--- src/tccu_params.svh ---
// constants for the timer capture/compare unit
// How it works
// - capture copies 16-bit timer into holding register
// - events: falling, rising, 4th rising, 16th rising
// - mode field in control bits 3:0 picks behaviour
// - capture sets flag bit 2; software clears
// - new capture overwrites unread holding value
// - mode change may give spurious interrupt
// - prescaler counter zero when off or not capturing
// - prescaler switch keeps count, may interrupt
// - compare holding register against timer continuously
// - match drives pin high, low or unchanged
// - compare match sets the flag, except in the cycle after a special event trigger
// - control write of zero clears compare latch
// - software-interrupt sub-mode leaves pin alone
// - special event pulse resets the timer
// - special event starts conversion if converter enabled
// - interrupt needs unit, peripheral and global enables
`ifndef TCCU_PARAMS_SVH
`define TCCU_PARAMS_SVH
`define TCCU_OFF_FLAGS 12'h00c
`define TCCU_OFF_HOLD_LO 12'h015
`define TCCU_OFF_HOLD_HI 12'h016
`define TCCU_OFF_CTRL 12'h017
`define TCCU_OFF_ENABLES 12'h08c
`define TCCU_OFF_CORE_IE 12'h100
`define TCCU_ADDR(idx) ((idx) << 2)
`define TCCU_FLAG_BIT 2
`define TCCU_CTRL_RESET 8'h00
`define TCCU_FLAGS_MASK 8'h4f
`define TCCU_CTRL_MASK 8'h3f
`define TCCU_DIV4 5'h04
`define TCCU_DIV16 5'h10
`endif

--- src/tccu_pkg.sv ---
// types for the timer capture/compare unit
package tccu_pkg;
  typedef enum logic [3:0] {
    TCCU_OFF = 4'h0,
    TCCU_CAP_FALL = 4'h4,
    TCCU_CAP_RISE = 4'h5,
    TCCU_CAP_RISE4 = 4'h6,
    TCCU_CAP_RISE16 = 4'h7,
    TCCU_CMP_SET = 4'h8,
    TCCU_CMP_CLR = 4'h9,
    TCCU_CMP_SWI = 4'ha,
    TCCU_CMP_SPECIAL = 4'hb
  } tccu_mode_t;
endpackage : tccu_pkg

--- src/tccu_evt_if.sv ---
// event signals between the edge detector and the core
`timescale 1ns/1ps
`default_nettype none
interface tccu_evt_if;
  logic rise;
  logic fall;
  logic level;
  modport src (output rise, output fall, output level);
  modport dst (input rise, input fall, input level);
endinterface : tccu_evt_if
`default_nettype wire

--- src/tccu_edge.sv ---
// pin synchroniser and edge detector
`timescale 1ns/1ps
`default_nettype none
module tccu_edge (
  input wire logic pclk,
  input wire logic presetn,
  input wire logic pin_in,
  tccu_evt_if.src evt
);
  logic meta_reg;
  logic sync_reg;
  logic last_reg;
  always_ff @(posedge pclk or negedge presetn) begin
    if (!presetn) begin
      meta_reg <= 1'b0;
      sync_reg <= 1'b0;
      last_reg <= 1'b0;
    end else begin
      meta_reg <= pin_in;
      sync_reg <= meta_reg;
      last_reg <= sync_reg;
    end
  end
  assign evt.rise = sync_reg & ~last_reg;
  assign evt.fall = ~sync_reg & last_reg;
  assign evt.level = sync_reg;
endmodule : tccu_edge
`default_nettype wire

--- src/tccu_top.sv ---
// capture/compare unit with apb register access
`timescale 1ns/1ps
`default_nettype none
`include "tccu_params.svh"
module tccu_top #(
  parameter int TW = 16
) (
  input wire logic pclk,
  input wire logic presetn,
  input wire logic psel,
  input wire logic penable,
  input wire logic pwrite,
  input wire logic [11:0] paddr,
  input wire logic [31:0] pwdata,
  output logic [31:0] prdata,
  output logic pready,
  output logic pslverr,
  input wire logic [TW-1:0] timer_count_pair,
  input wire logic adc_enabled,
  input wire logic pin_in,
  output logic pin_out,
  output logic pin_oe,
  input wire logic pin_dir_output,
  output logic timer_reset,
  output logic adc_start,
  output logic irq
);
  initial begin
    if (TW != 16) $error("timer width must be 16");
  end
  tccu_evt_if evt ();
  tccu_edge u_edge (
    .pclk(pclk),
    .presetn(presetn),
    .pin_in(pin_in),
    .evt(evt)
  );
  logic [7:0] ctrl_reg;
  logic [15:0] hold_reg;
  logic flag_reg;
  logic unit_ie_reg;
  logic [7:0] flags_other_reg;
  logic [7:0] ena_other_reg;
  logic peripheral_irq_master_enable_reg;
  logic gie_reg;
  logic [4:0] pre_reg;
  logic [4:0] pre_next;
  logic cmp_latch_reg;
  logic trig_reg;
  logic [31:0] prdata_reg;
  wire logic [3:0] mode = ctrl_reg[3:0];
  wire logic is_cap = (mode[3:2] == 2'b01);
  wire logic is_cmp = (mode[3:2] == 2'b10);
  wire logic access = psel & penable;
  wire logic wr = access & pwrite;
  wire logic hit_flags = paddr == `TCCU_ADDR(`TCCU_OFF_FLAGS);
  wire logic hit_lo = paddr == `TCCU_ADDR(`TCCU_OFF_HOLD_LO);
  wire logic hit_hi = paddr == `TCCU_ADDR(`TCCU_OFF_HOLD_HI);
  wire logic hit_ctrl = paddr == `TCCU_ADDR(`TCCU_OFF_CTRL);
  wire logic hit_ena = paddr == `TCCU_ADDR(`TCCU_OFF_ENABLES);
  wire logic hit_core = paddr == `TCCU_ADDR(`TCCU_OFF_CORE_IE);
  wire logic mapped = hit_flags | hit_lo | hit_hi | hit_ctrl | hit_ena | hit_core;
  wire logic wr_ctrl = wr & hit_ctrl;
  // prescaler: counts rising edges in /4 and /16 modes
  wire logic [4:0] div = (mode == tccu_pkg::TCCU_CAP_RISE16) ? `TCCU_DIV16 : `TCCU_DIV4;
  wire logic pre_mode = (mode == tccu_pkg::TCCU_CAP_RISE4) |
                        (mode == tccu_pkg::TCCU_CAP_RISE16);
  wire logic pre_wrap = pre_mode & evt.rise & (pre_reg + 5'h01 >= div);
  wire logic cap_evt = ((mode == tccu_pkg::TCCU_CAP_FALL) & evt.fall) |
                       ((mode == tccu_pkg::TCCU_CAP_RISE) & evt.rise) |
                       pre_wrap;
  wire logic match = is_cmp & (hold_reg == timer_count_pair);
  wire logic cmp_evt = match & ~trig_reg;
  wire logic set_flag = cap_evt | cmp_evt;
  always_comb begin
    pre_next = pre_reg;
    if (!is_cap) pre_next = 5'h00;
    else if (pre_wrap) pre_next = 5'h00;
    else if (pre_mode & evt.rise) pre_next = pre_reg + 5'h01;
  end
  always_ff @(posedge pclk or negedge presetn) begin
    if (!presetn) begin
      ctrl_reg <= `TCCU_CTRL_RESET;
      pre_reg <= 5'h00;
      flag_reg <= 1'b0;
      unit_ie_reg <= 1'b0;
      flags_other_reg <= 8'h00;
      ena_other_reg <= 8'h00;
      peripheral_irq_master_enable_reg <= 1'b0;
      gie_reg <= 1'b0;
      hold_reg <= 16'h0000;
      cmp_latch_reg <= 1'b0;
      trig_reg <= 1'b0;
    end else begin
      pre_reg <= pre_next;
      if (wr_ctrl) ctrl_reg <= pwdata[7:0] & `TCCU_CTRL_MASK;
      if (cap_evt) hold_reg <= timer_count_pair;
      else if (wr & hit_lo) hold_reg[7:0] <= pwdata[7:0];
      else if (wr & hit_hi) hold_reg[15:8] <= pwdata[7:0];
      // set wins over a software clear in the same cycle
      if (set_flag) flag_reg <= 1'b1;
      else if (wr & hit_flags) flag_reg <= pwdata[`TCCU_FLAG_BIT];
      if (wr & hit_flags) flags_other_reg <= pwdata[7:0] & `TCCU_FLAGS_MASK;
      if (wr & hit_ena) begin
        unit_ie_reg <= pwdata[`TCCU_FLAG_BIT];
        ena_other_reg <= pwdata[7:0] & `TCCU_FLAGS_MASK;
      end
      if (wr & hit_core) begin
        gie_reg <= pwdata[7];
        peripheral_irq_master_enable_reg <= pwdata[6];
      end
      if (wr_ctrl && pwdata[7:0] == 8'h00) cmp_latch_reg <= 1'b0;
      else if (cmp_evt && mode == tccu_pkg::TCCU_CMP_SET) cmp_latch_reg <= 1'b1;
      else if (cmp_evt && mode == tccu_pkg::TCCU_CMP_CLR) cmp_latch_reg <= 1'b0;
      // SWI mode leaves the latch as is
      trig_reg <= cmp_evt & (mode == tccu_pkg::TCCU_CMP_SPECIAL);
    end
  end
  always_ff @(posedge pclk or negedge presetn) begin
    if (!presetn) prdata_reg <= 32'h00000000;
    else if (psel & ~penable & ~pwrite) begin
      prdata_reg <= 32'h00000000;
      if (hit_flags) prdata_reg[7:0] <= (flags_other_reg & ~8'h04) |
                                        {5'h00, flag_reg, 2'b00};
      if (hit_lo) prdata_reg[7:0] <= hold_reg[7:0];
      if (hit_hi) prdata_reg[7:0] <= hold_reg[15:8];
      if (hit_ctrl) prdata_reg[7:0] <= ctrl_reg;
      if (hit_ena) prdata_reg[7:0] <= (ena_other_reg & ~8'h04) |
                                      {5'h00, unit_ie_reg, 2'b00};
      if (hit_core) prdata_reg[7:0] <= {gie_reg, peripheral_irq_master_enable_reg, 6'h00};
    end
  end
  assign prdata = prdata_reg;
  assign pready = 1'b1;
  assign pslverr = access & ~mapped;
  // latch only reaches the pin while software has made it an output
  assign pin_out = cmp_latch_reg;
  assign pin_oe = pin_dir_output;
  assign timer_reset = trig_reg;
  assign adc_start = trig_reg & adc_enabled;
  assign irq = flag_reg & unit_ie_reg & peripheral_irq_master_enable_reg & gie_reg;
endmodule : tccu_top
`default_nettype wire

--- config.mk ---
export PLATFORM = sky130hd
export DESIGN_NAME = tccu_top
export DESIGN_NICKNAME = d
export VERILOG_FILES = /design/src/tccu_pkg.sv /design/src/tccu_evt_if.sv /design/src/tccu_edge.sv /design/src/tccu_top.sv
export VERILOG_INCLUDE_DIRS = /design/src
export SDC_FILE = /design/constraint.sdc
export NUM_CORES = 1
export LEC_CHECK = 0
export CORE_UTILIZATION = 30
export DETAILED_ROUTE_END_ITERATION = 10
export DONT_BUFFER_PORTS = 1
export SLEW_MARGIN = 0
export SYNTH_ARGS = -nofsm -noshare
export SYNTH_HDL_FRONTEND = slang
export SYNTH_SLANG_ARGS = --single-unit
export TNS_END_PERCENT = 50
--- constraint.sdc ---
create_clock -name pclk -period 3.1 [get_ports pclk]
set_input_delay 0.31 -clock pclk [delete_from_list [all_inputs] [get_ports pclk]]
set_output_delay 0.31 -clock pclk [all_outputs]
set_load 0.05 [all_outputs]
Word level (Yosys, flattened, before mapping):

Index checks and enable logic that the tools add are counted.

* bits in registers: 54
* input port bits: 68
* output and inout bits: 39
* logic and storage cells: 105

* $add $sub $neg: 1
* order comparisons: 1
* equality and inequality tests: 18
* multiplexer cells: 19
* bitwise operators: 41
* reductions and logical operators: 9

Operator list (count)
* $mux 8: 8
* $eq 12x7->1 const B: 3
* $and 1x1->1: 24
* $mux 5: 4
* $eq 16x16->1: 1
* $eq 4x3->1 const B: 4
* $mux 16: 1
* $or 7x3->7: 2
* $eq 12x10->1 const B: 1
* $eq 12x11->1 const B: 1
* $eq 12x6->1 const B: 1
* $eq 4x4->1 const B: 3
* $or 1x1->1: 9
* $logic_not 8->1: 1
* $mux 7: 1
* $not 1->1: 6
* $reduce_bool 2->1: 3
* $add 5x1->5 const B: 1
* $ge 5x5->1: 1
* $mux 1: 5
* $logic_and 1x1->1: 3
* $ne 3x1->1 const B: 1
* $reduce_bool 3->1: 1
* $eq 2x1->1 const B: 1
* other kinds (3): 3

Depth between registers and ports, before layout:

Gate-level depths: netlist of the first run.

* depth in word-level cells: 8
* gate-level depth with buffers: 9
* gate-level depth less buffers: 8

Hierarchy:

A second synthesis of the first run with hierarchy kept.

* cell total of the unflattened synthesis: 322
* area total of the unflattened synthesis: 3325.7 um2

Modules (own cells, without submodules)
* tccu_top: times used 1, cells an instance 317, area an instance 3235.6 um2, seq. area each 1226.2 um2
* tccu_edge: times used 1, cells an instance 5, area an instance 90.1 um2, seq. area each 75.1 um2

Worst setup path before layout of the first run:

Ideal clock, no wire load.

* path kind: register -> register
* start point: reg pre_reg[0]
* end point: reg hold_reg[10]
* arrival: 2.435 ns
* data required time: 2.975 ns
* setup slack: 0.540 ns
* cell stages (with the launch flop): 10
* clock period less this slack: 2.560 ns
* cells stage by stage: dfrtp_1 ha_1 nand3_1 xnor2_1 ha_1 nor2_1 a41oi_1 a31oi_1 buf_4 mux2_4

* word-level cells in the longest chain between the ends: 6
* elaborated cells on any way between the ends: 8
* classes of those cells: add/sub: 1; order compare: 1; eq/ne: 1; mux: 1; bitwise: 2; reduce/logical: 2

Ends and longest elaborated chain
* from (decl): RTL line tccu_top.sv:46 `logic [4:0] pre_reg;`
* from (signal assigned): RTL line tccu_top.sv:95 `pre_reg <= pre_next;`
* $add 5x1->5 (*): RTL line tccu_top.sv:68 `wire logic pre_wrap = pre_mode & evt.rise & (pre_reg + 5'h01 >= div);`
* $ge 5x5->1 (*): RTL line tccu_top.sv:68
* $and 1x1->1 (*): RTL line tccu_top.sv:68
* $or 1x1->1 (*): RTL line tccu_top.sv:70 `((mode == tccu_pkg::TCCU_CAP_RISE) & evt.rise) |`
* $ne 2x2->1 (no source line) / $reduce_bool 2->1 (equally long branches)
* $reduce_and 2->1 (no source line)
* to (signal assigned): RTL line tccu_top.sv:97 `if (cap_evt) hold_reg <= timer_count_pair;`
* to (signal assigned): RTL line tccu_top.sv:99 `else if (wr & hit_hi) hold_reg[15:8] <= pwdata[7:0];`
* to (decl): RTL line tccu_top.sv:39 `logic [15:0] hold_reg;`

Every way passes the cells marked *; elsewhere a longest branch is shown, timed or not.
A chain may end at the register's enable or synchronous reset.

Final worst setup path of the first run:

* start point: reg pre_reg[0]
* end point: reg hold_reg[6]

* word-level cells in the longest chain between the ends: 5
* elaborated cells on any way between the ends: 6
* classes of those cells: add/sub: 1; order compare: 1; mux: 1; bitwise: 2; reduce/logical: 1

Ends and longest elaborated chain
* $add 5x1->5 (*): RTL line tccu_top.sv:68
* $ge 5x5->1 (*): RTL line tccu_top.sv:68
* $and 1x1->1 (*): RTL line tccu_top.sv:68
* $or 1x1->1 (*): RTL line tccu_top.sv:70
* $mux 16 / $reduce_bool 2->1 (equally long branches)
* to (signal assigned): RTL line tccu_top.sv:97
* to (signal assigned): RTL line tccu_top.sv:98 `else if (wr & hit_lo) hold_reg[7:0] <= pwdata[7:0];`

Marked as above.

==> results of run 1 <==
-- cells in the mapped netlist, types with 4 or more instances --
| master | count | share of area, % |
|---|---|---|
| nor2_1 | 16 | 1.9 |
| a22oi_1 | 4 | 0.93 |
| mux2_4 | 9 | 4.2 |
| nand2_1 | 17 | 2.0 |
| inv_1 | 6 | 0.69 |
| nor4_1 | 4 | 0.77 |
| a21o_1 | 4 | 0.93 |
| a22o_1 | 6 | 1.6 |
| dfrtp_1 | 52 | 40 |
| mux2_2 | 40 | 14 |
| and3_1 | 4 | 0.77 |
| xnor2_1 | 17 | 4.6 |
| nor2b_1 | 5 | 0.96 |
| nand3_1 | 7 | 1.1 |
| buf_4 | 27 | 6.2 |
| clkbuf_1 | 4 | 0.46 |
| nand2b_1 | 4 | 0.77 |
| a21oi_1 | 8 | 1.2 |
| o21ai_0 | 12 | 1.9 |
| nand4_1 | 4 | 0.77 |
| nor3_1 | 4 | 0.62 |
| ha_1 | 4 | 1.5 |
-- how the worst max path moves through the flow --
stage | end | cells past startpoint | slack, ps
2_1_floorplan | hold_reg[10]$_DFFE_PN0P_ | 9 | 540
3_3_place_gp | hold_reg[2]$_DFFE_PN0P_ | 9 | 650
3_5_place_dp | hold_reg[6]$_DFFE_PN0P_ | 9 | 630
4_1_cts | hold_reg[6]$_DFFE_PN0P_ | 9 | 580
5_1_grt | hold_reg[0]$_DFFE_PN0P_ | 9 | 410
6_report | hold_reg[6]$_DFFE_PN0P_ | 9 | 580
-- worst max-delay path, delay by kind of cell (launching register included) --
family / cells / cell delay (ps)
flops: 1 / 420
fa+ha+maj: 2 / 520
compound gates: 2 / 340
buf+inv: 1 / 320
mux: 1 / 370
simple gates: 2 / 210
xor+xnor: 1 / 220
-- routing by layer --
| layer | routed length [um] | up-vias |
|---|---|---|
| met4 | 153 | 0 |
| met3 | 538 | 10 |
| li1 | - | 1044 |
| met2 | 3537 | 83 |
| met1 | 3430 | 1098 |
| met5 | 0 | - |
-- what timing repair did --
item / 4_1_cts / 5_1_grt
hold endpoints to repair: 52 / 1
setup endpoints to repair: 0 / 0
buffers inserted: 0 / 0
hold buffers: 2 / 1
-- final cells by class --
| class | count | area share (%) |
|---|---|---|
| repair buffers | 7 | 2.234 |
| clock buffers | 6 | 2.378 |
| inverters | 6 | 0.6486 |
| clock inverters | 2 | 1.117 |
| multi-input cells | 233 | 51.24 |
| flip-flops and latches | 52 | 37.48 |
| well taps | 136 | 4.901 |
-- kinds of logic (layout without fill, tap and decap cells) --
| group | Yosys count | in the layout | share of synthesized area, % |
|---|---|---|---|
| compound gates | 47 | 47 | 9.954 |
| xor+xnor | 19 | 19 | 5.131 |
| fa+ha+maj | 4 | 4 | 1.543 |
| buf+inv | 39 | 21 | 7.870 |
| flops | 52 | 52 | 40.12 |
| mux | 50 | 50 | 18.36 |
| other cells | 2 | 25 | 0.2316 |
| simple gates | 88 | 88 | 16.78 |
-- metrics by stage --
stage / power, W / cell area (um2) / setup WS (ps) / hold slack (ps)
2_1_floorplan: 0.0009114 / 3329 / 539.7 / 14.41
4_1_cts: 0.001424 / 3462 / 576.4 / 1.634
3_5_place_dp: 0.0008967 / 3303 / 634.9 / 16.84
6_report: 0.001404 / 3472 / 577.5 / 135.3
5_1_grt: 0.001464 / 3472 / 408.8 / 113.9
3_3_place_gp: 0.0008944 / 3303 / 654.1 / 16.83
-- power groups by stage --
stage / clock network [W] / logic, W / registers (W)
4_1_cts: 0.000520 / 0.000178 / 0.000726
2_1_floorplan: 0 / 0.000178 / 0.000734
3_5_place_dp: 0 / 0.000158 / 0.000739
3_3_place_gp: 0 / 0.000156 / 0.000738
6_report: 0.000502 / 0.000177 / 0.000725
5_1_grt: 0.000543 / 0.000192 / 0.000728
==> results.toml, run 1 <==
[layout]
layout.area.seq_mm2 = 0.001301
largest_reg_flops = 16
final_common_cell = "dfrtp_1"
multiInputGateArea_mm2 = 0.001779
layout_common_cells = "dfrtp_1, mux2_2, conb_1"
final_core_util_pct = 33.33
nNetsFinal = 377
drive_gt1_share_pct = 24.51
n_antenna_cell = 0
final_cells = 442
fill_cells = 1074
areaGrowthSynthToFinish_pct = 7.060

[pwr]
power.density_mw_per_mm2 = 404.4
ir_worst_vdd_mv = 0.1536
leakage_nw = 1.490
p_sw_w = 0.0003879
pwr-share-clk_pct = 35.7
switching_share_pct = 27.63
pwr-share-comb_pct = 12.6
p_int_w = 0.001016
power_frac_seq_pct = 51.7

[logic_synthesis]
synth_cell_types = 52
syn_avg_cell_area_um2 = 10.77
ys_async_sr_fraction_pct = 100.0
syn-instance-count = 301
synth-edff-count = 0
ys_seq_elements = 52
ys_warn_count = 0
synthFlopType = "dfrtp_1"
netlist_area_mm2 = 0.003243
ys_seq_area_share_pct = 40.12

[sta]
tns_ps = 0
hold_viol = 0
max_slew.worst_pin.slew_ps = 597.1
relSlewSlack_pct = 59.87
rsz0062_at_grt = "false"
min_period_over_period_pct = 81.37
post-route-min-period_ps = 2523
skew_ps = 7.422
finalSetupViolations = 0
slew_viol_final = 0
fmax_mhz = 396.4

[floorplan]
die_h_um = 106.0
start_util_pct = 31.14
num_rows = 37
num_io_pins = 107
die_width_um = 106.0
die_area_mm2 = 0.01123
core_area_mm2 = 0.01042

[critical_path]
worstPathMaxFanout = 17
r2r_start = "pre_reg[0]$_DFFE_PN0P_"
critPathCaptureType = "flip-flop"
r2r-end = "hold_reg[6]$_DFFE_PN0P_"
r2r_cells = 9
r2r_setup_slack_ps = 580
crit_required_ps = 3300
crit_type = "flip-flop to flip-flop"
crit_start = "pre_reg[0]$_DFFE_PN0P_"
crit_path_frequent_cell = "ha_1"
path_cells = "ha_1 -> nand3_1 -> xnor2_1 -> ha_1 -> nor2_1 -> a41oi_1 -> a31oi_2 -> buf_4 -> mux2_2"
critPathMaxStageDelay_ps = 420
start_kind = "flip-flop"
worst_path_max_delay_cell = "dfrtp_1"
crit_arrival_ps = 2730

[worst_hold_path]
worstHoldEndpoint = "hold_reg[12]$_DFFE_PN0P_"
hold_class = "input pin to flip-flop"
hp-start = "timer_count_pair[12]"
worstHoldPathCells = 1

[clock_tree]
clock_sinks = 52
cts_made_buffers = 5
cts.path.max_buffers = 2
cts_tree = "yes"
clockRootBuffer = "clkbuf_8"
clk_latency_ps = 310
clkTransAtPathRegs_ps = 100
ctsHtreeMaxLevel = 2
cts_resized = 0

[grt]
grt_pass1_vias = 2233
grt_pass1_wl_um = 12360
antenna_found_initial = 0
met1_usage_pct = 19.43
top_usage_layer = "met2"
grt_util_all_layers_pct = 14.52
use_met2_pct = 22.41
grt_max_degree = 53
overflow = 0
met3_usage_pct = 3.617

[detailed_routing]
ant_nets = 0
post_drt_wl_per_cell_um = 17.33
drt-pass1-iter-count = 4
vias_per_cell = 5.057
drtIter0Drc = 115
drc = 0
vias = 2235
drt-total-wl_um = 7660

[run]
max_cap_viol_count = 0

[placement]
placed_cells = 431
gp_congestion = 0.7575
dp_hpwl_um = 5734
io_buffer_count = 0

[outcome]
status = "complete, no violations"
Power figures use the tool's default switching activity.
==> run 2, diff against run 1 <==
clock period = 2.37 ns   (was 3.1 ns; I/O delays follow)
==> run 2 against run 1 <==
Clock-buffer cell count unchanged. Non-clock buffer count up 13. Largest cell class unchanged. Global-route usage about the same. Critical path type unchanged. Largest power group unchanged.
==> results.toml, run 2 (synthesis results as in run 1) <==
[sta]
rsz0062_at_grt = "false"
tns_ps = 0
slew_viol_final = 0
skew_ps = 9.227
finalSetupViolations = 0
fmax_mhz = 446.7
hold_viol = 0
min_period_over_period_pct = 94.46
max_slew.worst_pin.slew_ps = 528.0
post-route-min-period_ps = 2239
relSlewSlack_pct = 64.80

[pwr]
power.density_mw_per_mm2 = 478.4
leakage_nw = 1.564
total_power_w = 0.001728
ir_worst_vdd_mv = 0.2044

[critical_path]
start_kind = "flip-flop"
r2r-end = "hold_reg[13]$_DFFE_PN0P_"
crit_type = "flip-flop to flip-flop"
crit_arrival_ps = 2440
r2r_cells = 9
r2r_setup_slack_ps = 130
critPathCaptureType = "flip-flop"
crit_required_ps = 2570
worstPathMaxFanout = 8
r2r_start = "pre_reg[0]$_DFFE_PN0P_"

[grt]
met3_usage_pct = 4.047
use_met2_pct = 23.67
met1_usage_pct = 18.85
grt_max_degree = 53
grt_pass1_vias = 2327
overflow = 0
antenna_found_initial = 0
grt_util_all_layers_pct = 14.50
top_usage_layer = "met2"
grt_pass1_wl_um = 12450

[floorplan]
core_area_mm2 = 0.01042
num_rows = 37
num_io_pins = 107
die_area_mm2 = 0.01123
start_util_pct = 31.14
die_h_um = 106.0
die_width_um = 106.0

[layout]
drive_gt1_share_pct = 28.53
areaGrowthSynthToFinish_pct = 11.38
nNetsFinal = 390
fill_cells = 1038
n_antenna_cell = 0
final_common_cell = "dfrtp_1"
fin_area_mm2 = 0.003612
layout_common_cells = "dfrtp_1, mux2_2, conb_1"
final_cells = 455
largest_reg_flops = 16

[detailed_routing]
ant_nets = 0
drt-pass1-iter-count = 5
vias = 2286
post_drt_wl_per_cell_um = 17.28
vias_per_cell = 5.024
drc = 0
drt-total-wl_um = 7864
drtIter0Drc = 161

[outcome]
status = "complete, no violations"

[run]
max_cap_viol_count = 0

[worst_hold_path]
worstHoldEndpoint = "hold_reg[12]$_DFFE_PN0P_"
hp-start = "timer_count_pair[12]"
hold_class = "input pin to flip-flop"
worstHoldPathCells = 1

[placement]
io_buffer_count = 0
placed_cells = 442
dp_hpwl_um = 5899
gp_congestion = 0.7573
dpl-instance-area_mm2 = 0.003407

[clock_tree]
cts_tree = "yes"
clock_sinks = 52
ctsHtreeMaxLevel = 2
clockRootBuffer = "clkbuf_8"
cts.path.max_buffers = 2
cts_made_buffers = 5
clkTransAtPathRegs_ps = 100
clk_latency_ps = 310
-- run 2: how the worst max path moves through the flow --
stage,from,endpoint,depth (start not counted)
after detailed placement,pre_reg[1]$_DFFE_PN0P_,hold_reg[1]$_DFFE_PN0P_,9
after CTS,pre_reg[1]$_DFFE_PN0P_,hold_reg[3]$_DFFE_PN0P_,9
after global routing,pre_reg[0]$_DFFE_PN0P_,hold_reg[14]$_DFFE_PN0P_,9
final,pre_reg[0]$_DFFE_PN0P_,hold_reg[13]$_DFFE_PN0P_,9
after floorplan,ctrl_reg[2]$_DFFE_PN0P_,hold_reg[10]$_DFFE_PN0P_,8
after global placement,pre_reg[1]$_DFFE_PN0P_,hold_reg[6]$_DFFE_PN0P_,9
-- run 2: layout make-up --
type,instances,area [um2],area share (%)
Clock inverter,2,15.01,0.4157
Timing Repair Buffer,20,205.2,5.681
Sequential cell,52,1301,36.02
Inverter,6,22.52,0.6235
Clock buffer,6,82.58,2.286
Multi-Input combinational cell,233,1815,50.26
Tap cell,136,170.2,4.711
-- run 2: routing by layer --
metal  share of wire, %  routed length (um)
met1                 44                3443
met2                 48                3763
met3                7.2                 565
met4                1.2                  92
met5                  0                   0
-- run 2: timing repair --
action / CTS / global route
setup endpoints to repair: 0 / 17
gates resized for setup: 0 / 4
endpoints found under the hold margin: 53 / 0
buffers inserted: 0 / 1
hold buffers: 3 / 0
-- run 2: stage by stage --
step                setup slack [ps]  hold slack (ps)  utilization [%]
detailed placement             43.78           -55.87            32.71
global route                   28.14            44.32            34.68
finish                         131.3            62.14            34.68
global placement               99.22           -55.98            32.71
CTS                            6.083            53.36            34.10
floorplan                      39.87           -58.59                -
-- run 2: power by group --
group / internal, W / leakage (nW) / switching [W]
sequential: 0.000908 / 0.668 / 0.0000398
combinational: 0.0000761 / 0.853 / 0.000156
clock: 0.000237 / 0.0434 / 0.000311
total: 0.00122 / 1.56 / 0.000507
-- run 2: worst max-delay path, stage by stage, from the launching register on --
cell and delay (ps):
dfrtp_1 400, ha_4 170, nand3_1 120, xnor2_2 170, ha_1 280, nor2_1 140, a41oi_2 70, a31oi_4 260
clkbuf_16 220, mux2_4 300
